### config.mk
export PLATFORM = sky130hd
export DESIGN_NAME = nfc_host
export DESIGN_NICKNAME = d
export VERILOG_FILES = /design/src/rtl/nfc_pkg.sv /design/src/rtl/nfc_host.sv
export SDC_FILE = /design/constraint.sdc
export NUM_CORES = 1
export LEC_CHECK = 0
export BUFFER_PORTS_ARGS = -buffer_cell sky130_fd_sc_hd__buf_2
export CAP_MARGIN = 20
export CORE_UTILIZATION = 44
export DETAILED_ROUTE_END_ITERATION = 10
export GPL_TIMING_DRIVEN = 0
export PLACE_DENSITY = 0.65
export SLEW_MARGIN = 25
export SYNTH_ARGS = -nofsm -noshare
export SYNTH_HDL_FRONTEND = slang
export SYNTH_SLANG_ARGS = --single-unit
### constraint.sdc
create_clock -name i_clk -period 9 [get_ports i_clk]
set_input_delay 1.8 -clock i_clk [delete_from_list [all_inputs] [get_ports i_clk]]
set_output_delay 1.8 -clock i_clk [all_outputs]
set_load 0.01 [all_outputs]
### src/rtl/nfc_pkg.sv
/*
 * nfc_pkg: constants for the host-side nand page controller.
 * assumes a 100 MHz system clock and an eight-bit multiplexed flash bus.
 */
package nfc_pkg;
	// ----------------------------------------------------------------
	// flash command bytes
	// ----------------------------------------------------------------
	localparam logic [7:0] CMD_READ_SETUP   = 8'h00;
	localparam logic [7:0] CMD_READ_CONFIRM = 8'h30;
	localparam logic [7:0] CMD_CACHE_READ   = 8'h31;
	localparam logic [7:0] CMD_CACHE_END    = 8'h34;
	localparam logic [7:0] CMD_RAND_OUT     = 8'h05;
	localparam logic [7:0] CMD_RAND_OUT_CFM = 8'hE0;
	localparam logic [7:0] CMD_PROG_LOAD    = 8'h80;
	localparam logic [7:0] CMD_RAND_IN      = 8'h85;
	localparam logic [7:0] CMD_PROG_CONFIRM = 8'h10;
	localparam logic [7:0] CMD_CACHE_PROG   = 8'h15;
	localparam logic [7:0] CMD_STATUS       = 8'h70;
	localparam logic [7:0] CMD_RESET        = 8'hFF;
	// ----------------------------------------------------------------
	// software register map (word index on the local port)
	// ----------------------------------------------------------------
	localparam logic [3:0] REG_CTRL   = 4'h0;  // w: start op, r: busy/state
	localparam logic [3:0] REG_COL    = 4'h1;  // column address, 12 bits
	localparam logic [3:0] REG_ROW    = 4'h2;  // row address, 16 bits
	localparam logic [3:0] REG_COUNT  = 4'h3;  // bytes to move
	localparam logic [3:0] REG_DATA   = 4'h4;  // w: tx byte, r: last rx byte
	localparam logic [3:0] REG_STATUS = 4'h5;  // last status byte from a status op
	localparam logic [3:0] REG_WP     = 4'h6;  // write protect release
	// ----------------------------------------------------------------
	// control word fields
	// ----------------------------------------------------------------
	localparam int CTRL_GO_BIT = 4;
	// op codes in control bits 3:0
	localparam logic [3:0] OP_PAGE_READ  = 4'h0_1;
	localparam logic [3:0] OP_RAND_OUT   = 4'h2;
	localparam logic [3:0] OP_CACHE_READ = 4'h3;
	localparam logic [3:0] OP_CACHE_END  = 4'h4;
	localparam logic [3:0] OP_PROGRAM    = 4'h5;
	localparam logic [3:0] OP_CACHE_PROG = 4'h6;
	localparam logic [3:0] OP_STATUS     = 4'h7;
	localparam logic [3:0] OP_RESET      = 4'h8;
	localparam logic [3:0] OP_RAND_IN    = 4'h9;
	localparam logic [3:0] OP_READ_DATA  = 4'hA;
	localparam logic [3:0] OP_WRITE_DATA = 4'hB;
	// status bit positions
	localparam int SR_PASS_FAIL   = 0;
	localparam int SR_CACHE_PF    = 1;
	localparam int SR_ARRAY_READY = 5;
	localparam int SR_CACHE_READY = 6;
	// ----------------------------------------------------------------
	// timing
	// ----------------------------------------------------------------
	localparam int CLK_PERIOD_NS   = 10;
	localparam int STROBE_NS       = 30;  // strobe low and high phase
	localparam int STROBE_CYC      = (STROBE_NS + CLK_PERIOD_NS - 1) / CLK_PERIOD_NS;
	localparam int CACHE_END_US    = 5;
	localparam int CACHE_END_CYC   = CACHE_END_US * 1000 / CLK_PERIOD_NS;
	localparam int MAX_PARTIAL     = 4;
	localparam int PAGE_BYTES      = 2112;
endpackage : nfc_pkg

### src/rtl/nfc_host.sv
/*
 * nfc_host: host-side controller for an eight-bit nand flash page interface.
 * software drives it through a small local register port; the flash pins
 * are driven directly. assumes all inputs synchronous to i_clk.
 */
`timescale 1ns/10ps
// Overview of operation
// (RL1) raise chip select when idle, saving power
// (RL2) each read strobe fall fetches next byte
// (RL3) latch selects mark command, address, data
// (RL4) program refused by flash while protect low
// (RL5) hold write protect low until enabled
// (RL6) wait on ready_busy_n before continuing
// (RL7) flash starts in read mode
// (RL8) page read: 00h, address, 30h, wait
// (RL9) random out: 05h, column, E0h
// (RL10) chip select toggles never abort reads
// (RL11) cache read: 00h, column zero, 31h
// (RL12) status ready bits tracked from status byte
// (RL13) after status in cache read send 00h
// (RL14) cache end 34h, idle within 5 us
// (RL15) program: 80h, address, data, 10h
// (RL16) at most four partial programs per page
// (RL17) pass_fail_bit reported from status
// (RL18) only status or reset while programming
// (RL19) cache program confirms with 15h
// (RL20) next cache program after cache ready
// (RL21) ready pin users end with 10h
// (RL22) both pass/fail bits kept from status
// (RL23) status mode holds until next command
// (RL24) reset FFh aborts any operation
// (RL25) address is two column, two row bytes
module nfc_host (
	// clock and reset
	input  wire logic       i_clk,
	input  wire logic       i_reset,
	// local register port
	input  wire logic [3:0] i_addr,
	input  wire logic [15:0] i_wdata,
	input  wire logic       i_wr,
	input  wire logic       i_rd,
	output logic      [15:0] o_rdata,
	// flash pins
	output logic            o_ce_n,
	output logic            o_cle,
	output logic            o_ale,
	output logic            o_we_n,
	output logic            o_re_n,
	output logic            o_wp_n,
	output logic      [7:0] o_io,
	output logic            o_io_oe_n,
	input  wire logic [7:0] i_io,
	input  wire logic       i_rb_n
);
	import nfc_pkg::*;

	typedef enum {ST_IDLE, ST_SETUP, ST_PULSE, ST_HOLD, ST_WAIT_BUSY, ST_WAIT_READY,
		ST_END_WAIT} nfc_state_t;

	// ----------------------------------------------------------------
	// sequencing state
	// ----------------------------------------------------------------
	nfc_state_t  state_reg, state_next;
	logic [7:0]  seq_reg [0:7];          // byte script: value
	logic [1:0]  kind_reg [0:7];         // 0 cmd, 1 addr, 2 wdata, 3 rdata
	logic [7:0]  seq_next [0:7];
	logic [1:0]  kind_next [0:7];
	logic [2:0]  len_reg, len_next, idx_reg, idx_next;
	logic        wait_reg, wait_next;    // wait busy/ready after script
	logic [3:0]  op_reg, op_next;
	logic [11:0] col_reg, col_next;
	logic [15:0] row_reg, row_next;
	logic [7:0]  tx_reg, tx_next, rx_reg, rx_next, sr_reg, sr_next;
	logic [11:0] cnt_reg, cnt_next;
	logic [9:0]  tmr_reg, tmr_next;
	logic        wp_reg, wp_next, cache_rd_reg, cache_rd_next;
	logic        status_mode_reg, status_mode_next, prog_busy_reg, prog_busy_next;
	logic [2:0]  partial_reg, partial_next;
	logic [15:0] rdata_reg, rdata_next;
	logic        go;

	assign go = i_wr && (i_addr == REG_CTRL) && i_wdata[CTRL_GO_BIT];

	// next-state for the script engine and software registers
	always_comb begin
		state_next = state_reg;
		len_next = len_reg;
		idx_next = idx_reg;
		wait_next = wait_reg;
		op_next = op_reg;
		col_next = col_reg;
		row_next = row_reg;
		tx_next = tx_reg;
		rx_next = rx_reg;
		sr_next = sr_reg;
		cnt_next = cnt_reg;
		tmr_next = tmr_reg;
		wp_next = wp_reg;
		cache_rd_next = cache_rd_reg;
		status_mode_next = status_mode_reg;
		prog_busy_next = prog_busy_reg;
		partial_next = partial_reg;
		rdata_next = 16'h0000;
		for (int k = 0; k < 8; k++) begin
			seq_next[k] = seq_reg[k];
			kind_next[k] = kind_reg[k];
		end
		// software writes, only taken while idle
		if (i_wr && state_reg == ST_IDLE) begin
			case (i_addr)
				REG_COL:  col_next = i_wdata[11:0];
				REG_ROW: begin
					// a new page starts a fresh partial-program count
					row_next = i_wdata;
					if (i_wdata != row_reg)
						partial_next = 3'd0;  // RL16
				end
				REG_COUNT: cnt_next = i_wdata[11:0];
				REG_DATA: tx_next = i_wdata[7:0];
				REG_WP:   wp_next = i_wdata[0];  // RL5
				default: ;
			endcase
		end
		// read data one cycle after the strobe
		if (i_rd) begin
			case (i_addr)
				REG_CTRL:   rdata_next = {7'h00, cache_rd_reg, prog_busy_reg, status_mode_reg,
					partial_reg, state_reg != ST_IDLE, i_rb_n, 1'b0};
				REG_COL:    rdata_next = {4'h0, col_reg};
				REG_ROW:    rdata_next = row_reg;
				REG_COUNT:  rdata_next = {4'h0, cnt_reg};
				REG_DATA:   rdata_next = {8'h00, rx_reg};
				REG_STATUS: rdata_next = {8'h00, sr_reg};  // RL12 RL17 RL22
				REG_WP:     rdata_next = {15'h0000, wp_reg};
				default:    rdata_next = 16'h0000;
			endcase
		end
		case (state_reg)
			ST_IDLE: begin
				if (go) begin
					op_next = i_wdata[3:0];
					idx_next = 3'd0;
					wait_next = 1'b0;
					state_next = ST_SETUP;
					len_next = 3'd1;
					kind_next[0] = 2'd0;
					case (i_wdata[3:0])
						OP_PAGE_READ, OP_CACHE_READ, OP_PROGRAM: begin
							// RL8 RL11 RL15 RL25 command then four address bytes
							seq_next[0] = (i_wdata[3:0] == OP_PROGRAM) ?
								CMD_PROG_LOAD : CMD_READ_SETUP;
							seq_next[1] = (i_wdata[3:0] == OP_CACHE_READ) ?
								8'h00 : col_reg[7:0];  // RL11
							seq_next[2] = (i_wdata[3:0] == OP_CACHE_READ) ?
								8'h00 : {4'h0, col_reg[11:8]};
							seq_next[3] = row_reg[7:0];
							seq_next[4] = row_reg[15:8];
							for (int k = 1; k < 5; k++) kind_next[k] = 2'd1;
							seq_next[5] = (i_wdata[3:0] == OP_CACHE_READ) ?
								CMD_CACHE_READ : CMD_READ_CONFIRM;
							kind_next[5] = 2'd0;
							len_next = (i_wdata[3:0] == OP_PROGRAM) ? 3'd5 : 3'd6;
							wait_next = (i_wdata[3:0] != OP_PROGRAM);  // RL6 RL8
							cache_rd_next = (i_wdata[3:0] == OP_CACHE_READ);
						end
						OP_RAND_OUT, OP_RAND_IN: begin
							// RL9 column only; random out refused during cache read
							seq_next[0] = (i_wdata[3:0] == OP_RAND_IN) ? CMD_RAND_IN : CMD_RAND_OUT;
							seq_next[1] = col_reg[7:0];
							seq_next[2] = {4'h0, col_reg[11:8]};
							kind_next[1] = 2'd1;
							kind_next[2] = 2'd1;
							seq_next[3] = CMD_RAND_OUT_CFM;
							kind_next[3] = 2'd0;
							len_next = (i_wdata[3:0] == OP_RAND_IN) ? 3'd3 : 3'd4;
							if (cache_rd_reg && i_wdata[3:0] == OP_RAND_OUT)
								state_next = ST_IDLE;  // RL9
						end
						OP_CACHE_PROG: begin
							// RL19 RL20 RL21 RL16 confirm chosen by bit 5
							seq_next[0] = i_wdata[5] ? CMD_PROG_CONFIRM : CMD_CACHE_PROG;
							wait_next = 1'b1;
							// a refused confirm must not leave the busy flag behind
							if (partial_reg == 3'(MAX_PARTIAL))
								state_next = ST_IDLE;  // RL16
							else begin
								partial_next = partial_reg + 3'd1;
								prog_busy_next = 1'b1;  // RL18
							end
						end
						OP_STATUS: begin
							seq_next[0] = CMD_STATUS;  // RL23
							seq_next[1] = 8'h00;
							kind_next[1] = 2'd3;
							len_next = 3'd2;
						end
						OP_CACHE_END: begin
							seq_next[0] = CMD_CACHE_END;  // RL14
							tmr_next = 10'(CACHE_END_CYC);
						end
						OP_RESET: begin
							seq_next[0] = CMD_RESET;  // RL24
							wait_next = 1'b1;
						end
						OP_READ_DATA: begin
							// RL13 resume cache output after status
							seq_next[0] = CMD_READ_SETUP;
							kind_next[0] = status_mode_reg ? 2'd0 : 2'd3;
							kind_next[1] = 2'd3;
							seq_next[1] = 8'h00;
							len_next = status_mode_reg ? 3'd2 : 3'd1;
						end
						OP_WRITE_DATA: begin
							seq_next[0] = tx_reg;
							kind_next[0] = 2'd2;
						end
						default: state_next = ST_IDLE;
					endcase
					// RL18 only status or reset while programming
					if (prog_busy_reg && !i_rb_n && i_wdata[3:0] != OP_STATUS &&
						i_wdata[3:0] != OP_RESET)
						state_next = ST_IDLE;
				end
			end
			ST_SETUP: begin
				tmr_next = 10'(STROBE_CYC);
				state_next = ST_PULSE;
			end
			ST_PULSE: begin
				// strobe low phase
				if (tmr_reg == 10'd0) begin
					if (kind_reg[idx_reg] == 2'd3)
						rx_next = i_io;  // RL2
					if (kind_reg[idx_reg] == 2'd3 && op_reg == OP_STATUS)
						sr_next = i_io;
					tmr_next = 10'(STROBE_CYC);
					state_next = ST_HOLD;
				end else
					tmr_next = tmr_reg - 10'd1;
			end
			ST_HOLD: begin
				if (tmr_reg != 10'd0)
					tmr_next = tmr_reg - 10'd1;
				else if (idx_reg + 3'd1 < len_reg) begin
					idx_next = idx_reg + 3'd1;
					state_next = ST_SETUP;
				end else if ((op_reg == OP_READ_DATA || op_reg == OP_WRITE_DATA) &&
					cnt_reg > 12'd1) begin
					// stream: repeat the data byte until the count runs out
					cnt_next = cnt_reg - 12'd1;  // RL2
					state_next = ST_SETUP;
				end else begin
					// only a command byte changes the flash's output mode;
					// a data byte of 70h must not look like a status request
					if (kind_reg[0] == 2'd0)
						status_mode_next = (op_reg == OP_STATUS);  // RL23
					if (op_reg == OP_CACHE_END) begin
						tmr_next = 10'(CACHE_END_CYC);
						cache_rd_next = 1'b0;
						state_next = ST_END_WAIT;
					end else if (wait_reg)
						state_next = ST_WAIT_BUSY;
					else
						state_next = ST_IDLE;
					if (op_reg == OP_RESET)
						cache_rd_next = 1'b0;
				end
			end
			ST_WAIT_BUSY: begin
				tmr_next = tmr_reg + 10'd1;
				if (!i_rb_n || tmr_reg == 10'd1000)
					state_next = ST_WAIT_READY;  // RL6
			end
			ST_WAIT_READY: begin
				if (i_rb_n) begin
					prog_busy_next = 1'b0;
					state_next = ST_IDLE;  // RL8
				end
			end
			ST_END_WAIT: begin
				if (tmr_reg == 10'd0)
					state_next = ST_IDLE;  // RL14
				else
					tmr_next = tmr_reg - 10'd1;
			end
			default: state_next = ST_IDLE;
		endcase
	end

	// register everything
	always_ff @(posedge i_clk or posedge i_reset) begin
		if (i_reset) begin
			state_reg <= ST_IDLE;
			len_reg <= 3'd0;
			idx_reg <= 3'd0;
			wait_reg <= 1'b0;
			op_reg <= 4'h0;
			col_reg <= 12'h000;
			row_reg <= 16'h0000;
			tx_reg <= 8'h00;
			rx_reg <= 8'h00;
			sr_reg <= 8'h00;
			cnt_reg <= 12'h000;
			tmr_reg <= 10'd0;
			wp_reg <= 1'b0;  // RL5
			cache_rd_reg <= 1'b0;
			status_mode_reg <= 1'b0;  // RL7
			prog_busy_reg <= 1'b0;
			partial_reg <= 3'd0;
			rdata_reg <= 16'h0000;
			for (int k = 0; k < 8; k++) begin
				seq_reg[k] <= 8'h00;
				kind_reg[k] <= 2'd0;
			end
		end else begin
			state_reg <= state_next;
			len_reg <= len_next;
			idx_reg <= idx_next;
			wait_reg <= wait_next;
			op_reg <= op_next;
			col_reg <= col_next;
			row_reg <= row_next;
			tx_reg <= tx_next;
			rx_reg <= rx_next;
			sr_reg <= sr_next;
			cnt_reg <= cnt_next;
			tmr_reg <= tmr_next;
			wp_reg <= wp_next;
			cache_rd_reg <= cache_rd_next;
			status_mode_reg <= status_mode_next;
			prog_busy_reg <= prog_busy_next;
			partial_reg <= partial_next;
			rdata_reg <= rdata_next;
			for (int k = 0; k < 8; k++) begin
				seq_reg[k] <= seq_next[k];
				kind_reg[k] <= kind_next[k];
			end
		end
	end

	// ----------------------------------------------------------------
	// pin drive
	// ----------------------------------------------------------------
	// chip select low only while a byte is strobed, high through busy waits; toggling it is harmless anyway
	logic active;
	assign active = (state_reg == ST_SETUP) || (state_reg == ST_PULSE) ||
		(state_reg == ST_HOLD);
	assign o_ce_n = !active;  // RL1 RL10
	assign o_cle = active && kind_reg[idx_reg] == 2'd0;  // RL3
	assign o_ale = active && kind_reg[idx_reg] == 2'd1;  // RL3
	assign o_we_n = !(state_reg == ST_PULSE && kind_reg[idx_reg] != 2'd3);  // RL3
	assign o_re_n = !(state_reg == ST_PULSE && kind_reg[idx_reg] == 2'd3);  // RL2
	assign o_wp_n = wp_reg;  // RL4 RL5
	assign o_io = seq_reg[idx_reg];
	assign o_io_oe_n = !(active && kind_reg[idx_reg] != 2'd3);
	assign o_rdata = rdata_reg;
endmodule : nfc_host

After elaboration in Yosys (flattened, before gate mapping)
Index checks and enable logic that the tools add are counted.
Widths: inputs -> output; s select.
{"block": "totals", "elab_cells": 241, "regBits": 197, "in_bits": 33, "out_inout_bits": 31}
{"block": "classes", "magnitude_cmp": 3, "reduce_logical": 62, "n_eq_ne": 58, "bitwise_logic": 4, "add_sub_neg": 5, "mux": 80}
{"op": "$mux 32", "n": 7}
{"op": "$pmux 32 s7", "n": 1}
{"op": "$eq 32x3->1 const B", "n": 5}
{"op": "$pmux 16 s7", "n": 1}
{"op": "$eq 32x2->1 const B", "n": 3}
{"op": "$mux 10", "n": 8}
{"op": "$mux 12", "n": 6}
{"op": "$logic_not 32->1", "n": 2}
{"op": "$pmux 8 s8", "n": 1}
{"op": "$pmux 10 s6", "n": 1}
{"op": "$mux 3", "n": 16}
{"op": "$mux 8", "n": 5}
{"op": "$eq 4x3->1 const B", "n": 9}
{"op": "$eq 32x1->1 const B", "n": 1}
{"op": "$pmux 16 s2", "n": 1}
{"op": "$reduce_bool 32->1", "n": 1}
{"op": "$eq 4x4->1 const B", "n": 7}
{"op": "$bmux 8 s3", "n": 1}
{"op": "$ne 2x2->1 const B", "n": 12}
{"op": "$pmux 8 s3", "n": 1}
{"op": "$reduce_and 3->1", "n": 7}
{"op": "$eq 4x2->1 const B", "n": 4}
{"op": "$mux 16", "n": 1}
{"op": "$ne 16x16->1", "n": 1}
{"op": "48 further kinds", "n": 110}

Longest topological paths before layout
{"block": "logic_depth", "depth_word": 8, "mapped_depth": 11, "ltp_nobuf": 9}

Worst setup path after synthesis
OpenSTA, ideal clock, no wires.
{"block": "synth_path", "path_type": "input -> register", "startpoint": "in i_addr[3]", "endpoint": "reg partial_reg[2]", "arrival_ns": 3.356, "setup_slack_ns": 5.567, "t_required_ns": 8.923, "cell_stages": 8, "n_path_buf": 2, "setup_ns": 0.077, "path_cell_list": "clkbuf_1 nor2_2 nand4_1 or2_2 clkbuf_1 or2_2 o21a_1 a21oi_1"}
{"block": "synth_between", "elab_chain_len": 7, "elab_cells_between_ends": 10, "classes_between": "eq/ne: 1; mux: 6; reduce/logical: 3"}
{"element": "from (decl)", "line_no": "nfc_host.sv:38", "rtl": "input wire logic [3:0] i_addr,"}
{"element": "$eq 4x2->1", "line_no": "nfc_host.sv:110", "rtl": "case (i_addr)"}
{"element": "$mux 3", "line_no": "nfc_host.sv:110"}
{"element": "$mux 3", "line_no": "nfc_host.sv:109", "rtl": "if (i_wr && state_reg == ST_IDLE) begin"}
{"element": "$mux 3", "line_no": "nfc_host.sv:184", "rtl": "if (partial_reg == 3'(MAX_PARTIAL))"}
{"element": "$mux 3", "line_no": "nfc_host.sv:147", "rtl": "case (i_wdata[3:0])"}
{"element": "$mux 3", "line_no": "nfc_host.sv:140", "rtl": "if (go) begin"}
{"element": "$mux 3 (*)", "line_no": "nfc_host.sv:138", "rtl": "case (state_reg)"}
{"element": "net partial_next[2]", "line_no": "nfc_host.sv:78", "rtl": "logic [2:0] partial_reg, partial_next;"}
{"element": "to (signal assigned)", "line_no": "nfc_host.sv:332", "rtl": "partial_reg <= partial_next;"}
{"element": "to (decl)", "line_no": "nfc_host.sv:78"}
The timed path passes the listed nets; every way through them passes the cells marked *.
A chain may end at the register's enable or synchronous reset.

Final worst setup path
{"block": "layout_path", "startpoint": "reg idx_reg[0]", "endpoint": "out o_io[7]"}
{"block": "layout_between", "elab_chain_len": 4}
{"element": "from (decl)", "line_no": "nfc_host.sv:68", "rtl": "logic [2:0] len_reg, len_next, idx_reg, idx_next;"}
{"element": "from (signal assigned)", "line_no": "nfc_host.sv:318", "rtl": "idx_reg <= idx_next;"}
{"element": "$not 3->4 (implied by the code)", "line_no": "nfc_host.sv:354", "rtl": "assign o_io = seq_reg[idx_reg];"}
{"element": "$bmux 8 s3", "line_no": "nfc_host.sv:354"}
{"element": "$mux 8 (implied by the code) (2 in a row)", "line_no": "nfc_host.sv:354"}
{"element": "to (decl)", "line_no": "nfc_host.sv:50", "rtl": "output logic [7:0] o_io,"}
Every way passes these cells. The select of a mux whose other input is x is not followed.

==> results.cfg <==
[floorplan]
die-area_um2 = 20100
ioPinCount = 64
coreArea_um2 = 19000
start_util = 0.454
die_w_um = 142
die_h_um = 142
row_count = 50

[pwr]
p_leak_uw = 0.00449
swShare = 0.312
pwr-share-seq = 0.417
p_comb_frac = 0.194
finalPower_uw = 1830
ir_drop_v = 0.000137
p_int_uw = 1260
clockPowerShare = 0.389
power_density_nw_per_um2 = 186
power_switching_uw = 572

[timing]
worstMarginPinSlew_ns = 0.952
period_share = 0.456
fin_skew_ns = 0.0114
min_period_ns = 4.10
rsz0062_at_grt = no
setup_viol = 0
finalSetupTns_ns = 0
timing.final.ws_setup_ns = 4.90
relSlewSlack = 0.365
hold_viol_final = 0
final_max_slew_viol_count = 0
fmax_mhz = 244

[min_path]
hold_path_class = reg2reg
hold_path_startpoint = kind_reg[12]$_DFFE_PP0P_
hold_depth = 1
whs_endpoint = kind_reg[12]$_DFFE_PP0P_

[placement]
preCtsSetupSlack_ns = 4.77
hpwlAfterDp_um = 17600
gp_congestion = 0.897
numPortBuffers = 60

[clocking]
cts_sinks = 155
path_clk_slew_ns = 0.06
cts.repair.resized = 0
clk_latency_ns = 0.44
tritoncts = yes
post_cts_buffers = 0
cts_buffers = 17
hold_buffers = 0
root_buffer = clkbuf_16
cts.path.max_buffers = 2
htree_num_levels = 4

[logic_synthesis]
synth_cells = 880
synth.most_common_cell = dfrtp_1
synth_top_cell_area_share = 0.451
synth_common_cells = dfrtp_1, nand2_1, nor2_1
synth_nets = 923
synth_cell_types = 77
netlist_area_um2 = 8610
synth_top_area_cell = dfrtp_1
synth_warnings = 0
synth_ff_type = dfrtp_1
synth.area.top_cells = dfrtp_1, mux2_2, nand2_1, a21oi_1, nor2_1
synth_enable_flop_cells = 0
ys_seq_area_frac = 0.451
synth-seq-cells = 155
avgSynthCellArea_um2 = 9.78
async_flop_share = 1.00

[worst_setup_path]
cp-end-kind = output pin
r2r_end = seq_reg[42]$_DFFE_PP0P_
path_max_fanout = 10
worstSetupStartpointType = flop
worstReg2RegStart = state_reg[1]$_DFFE_PP0P_
r2r_cells = 7
worstPathArrival_ns = 2.30
reg2reg_slack_ns = 6.03
crit_type = reg2out
crit_required_ns = 7.20

[route]
wl_per_cell_um = 19.2
drc_errors = 0
first_iter_violations = 611
detail-route-antenna-nets = 0
drt-vias-per-instance = 5.72
drt-total-wl_um = 23700
via_count = 7053
dr.pass1.iters = 7

[finish]
fillers = 1750
synthToLayoutAreaGrowth_pct = 14.4
layout-drive-gt1-share = 0.208
fin_nets = 1003
largest_reg_flops = 38
multi_input_area_um2 = 4370
ff_latch_area_um2 = 3880
antennaDiodeCount = 0

[run]
cap_violations = 0

[grt]
overflow = 0
grt_pass1_vias = 6862
grtUsageTotal = 0.253
antenna_found_initial = 1
grt_max_degree = 85
grt_pass1_wl_um = 38400

[outcome]
outcome = completed
## routing by layer
metal  GRT usage  share of wire
met3      0.0466          0.055
met4      0.0730          0.017
met5           0              0
met2       0.396           0.47
met1       0.357           0.45
## worst max-delay path, stage by stage (launching register included)
cell and delay (ns):
dfrtp_1 0.34, buf_2 0.25, buf_1 0.47, o21ai_0 0.20
a222oi_1 0.41, buf_2 0.20
## worst max path at each step
stage                     depth (start not counted)                        to                   start  slack (ns)
after CTS                                         5                   o_io[4]  idx_reg[1]$_DFFE_PP0P_        4.88
after detailed placement                          7   seq_reg[38]$_DFFE_PP0P_               i_addr[2]        4.77
after global routing                              5                   o_io[4]  idx_reg[1]$_DFFE_PP0P_        4.72
after floorplan                                   1  cache_rd_reg$_DFFE_PP0P_                 i_reset        3.02
final                                             5                   o_io[7]  idx_reg[0]$_DFFE_PP0P_        4.90
after global placement                            2   seq_reg[30]$_DFFE_PP0P_                 i_reset        1.04
## area by class of cell
type                       instances  area share
buffer                            56      0.0260
clock buffer                      19      0.0450
clock inverter                    13      0.0138
inverter                          28      0.0114
multi-input combinational        641       0.444
sequential                       155       0.394
tap                              260      0.0330
timing repair buffer              61      0.0333
## layout by cell type, fill, tap and decap left out, types with 11 or more instances in the layout
cell type and instances:
dfrtp_1 155, nand2_1 128, buf_2 64, nor2_1 63
mux2_2 58, a21oi_1 55, o21ai_0 42, clkbuf_1 34
inv_1 26, nand3_1 20, xnor2_1 20, clkbuf_16 17
a22o_1 15, nor3_1 13, mux2i_1 13, nand2b_1 13
buf_1 12, nand4_1 12, a22oi_1 11
## cell families (layout without fill, tap and decap cells)
group / count (synthesis) / count (layout) / share of synthesized area
AND/OR/NAND/NOR: 324 / 324 / 0.190
AO/OA/AOI/OAI: 195 / 195 / 0.150
flip-flops: 155 / 155 / 0.451
multiplexers: 88 / 88 / 0.128
buffers and inverters: 84 / 177 / 0.0420
XOR/XNOR: 24 / 24 / 0.0244
adder cells (fa/ha/maj): 10 / 10 / 0.0145
## power by group through the flow
stage / clock network, µW / logic [µW] / registers, µW
global placement: 0 / 351 / 777
CTS: 722 / 355 / 764
finish: 712 / 356 / 764
global route: 749 / 395 / 769
detailed placement: 0 / 352 / 777
floorplan: 0 / 264 / 768
## per-stage QoR
step / std cells / util / cell area [µm²] / hold slack (ns)
floorplan: 880 / - / 8610 / 0.429
CTS: 1233 / 0.520 / 9850 / 0.471
detailed placement: 1201 / 0.489 / 9270 / 0.456
global route: 1233 / 0.520 / 9850 / 0.495
global placement: 1200 / 0.487 / 9230 / 0.444
finish: 1233 / 0.520 / 9850 / 0.474
No activity file was read; power rests on OpenSTA's default activity.
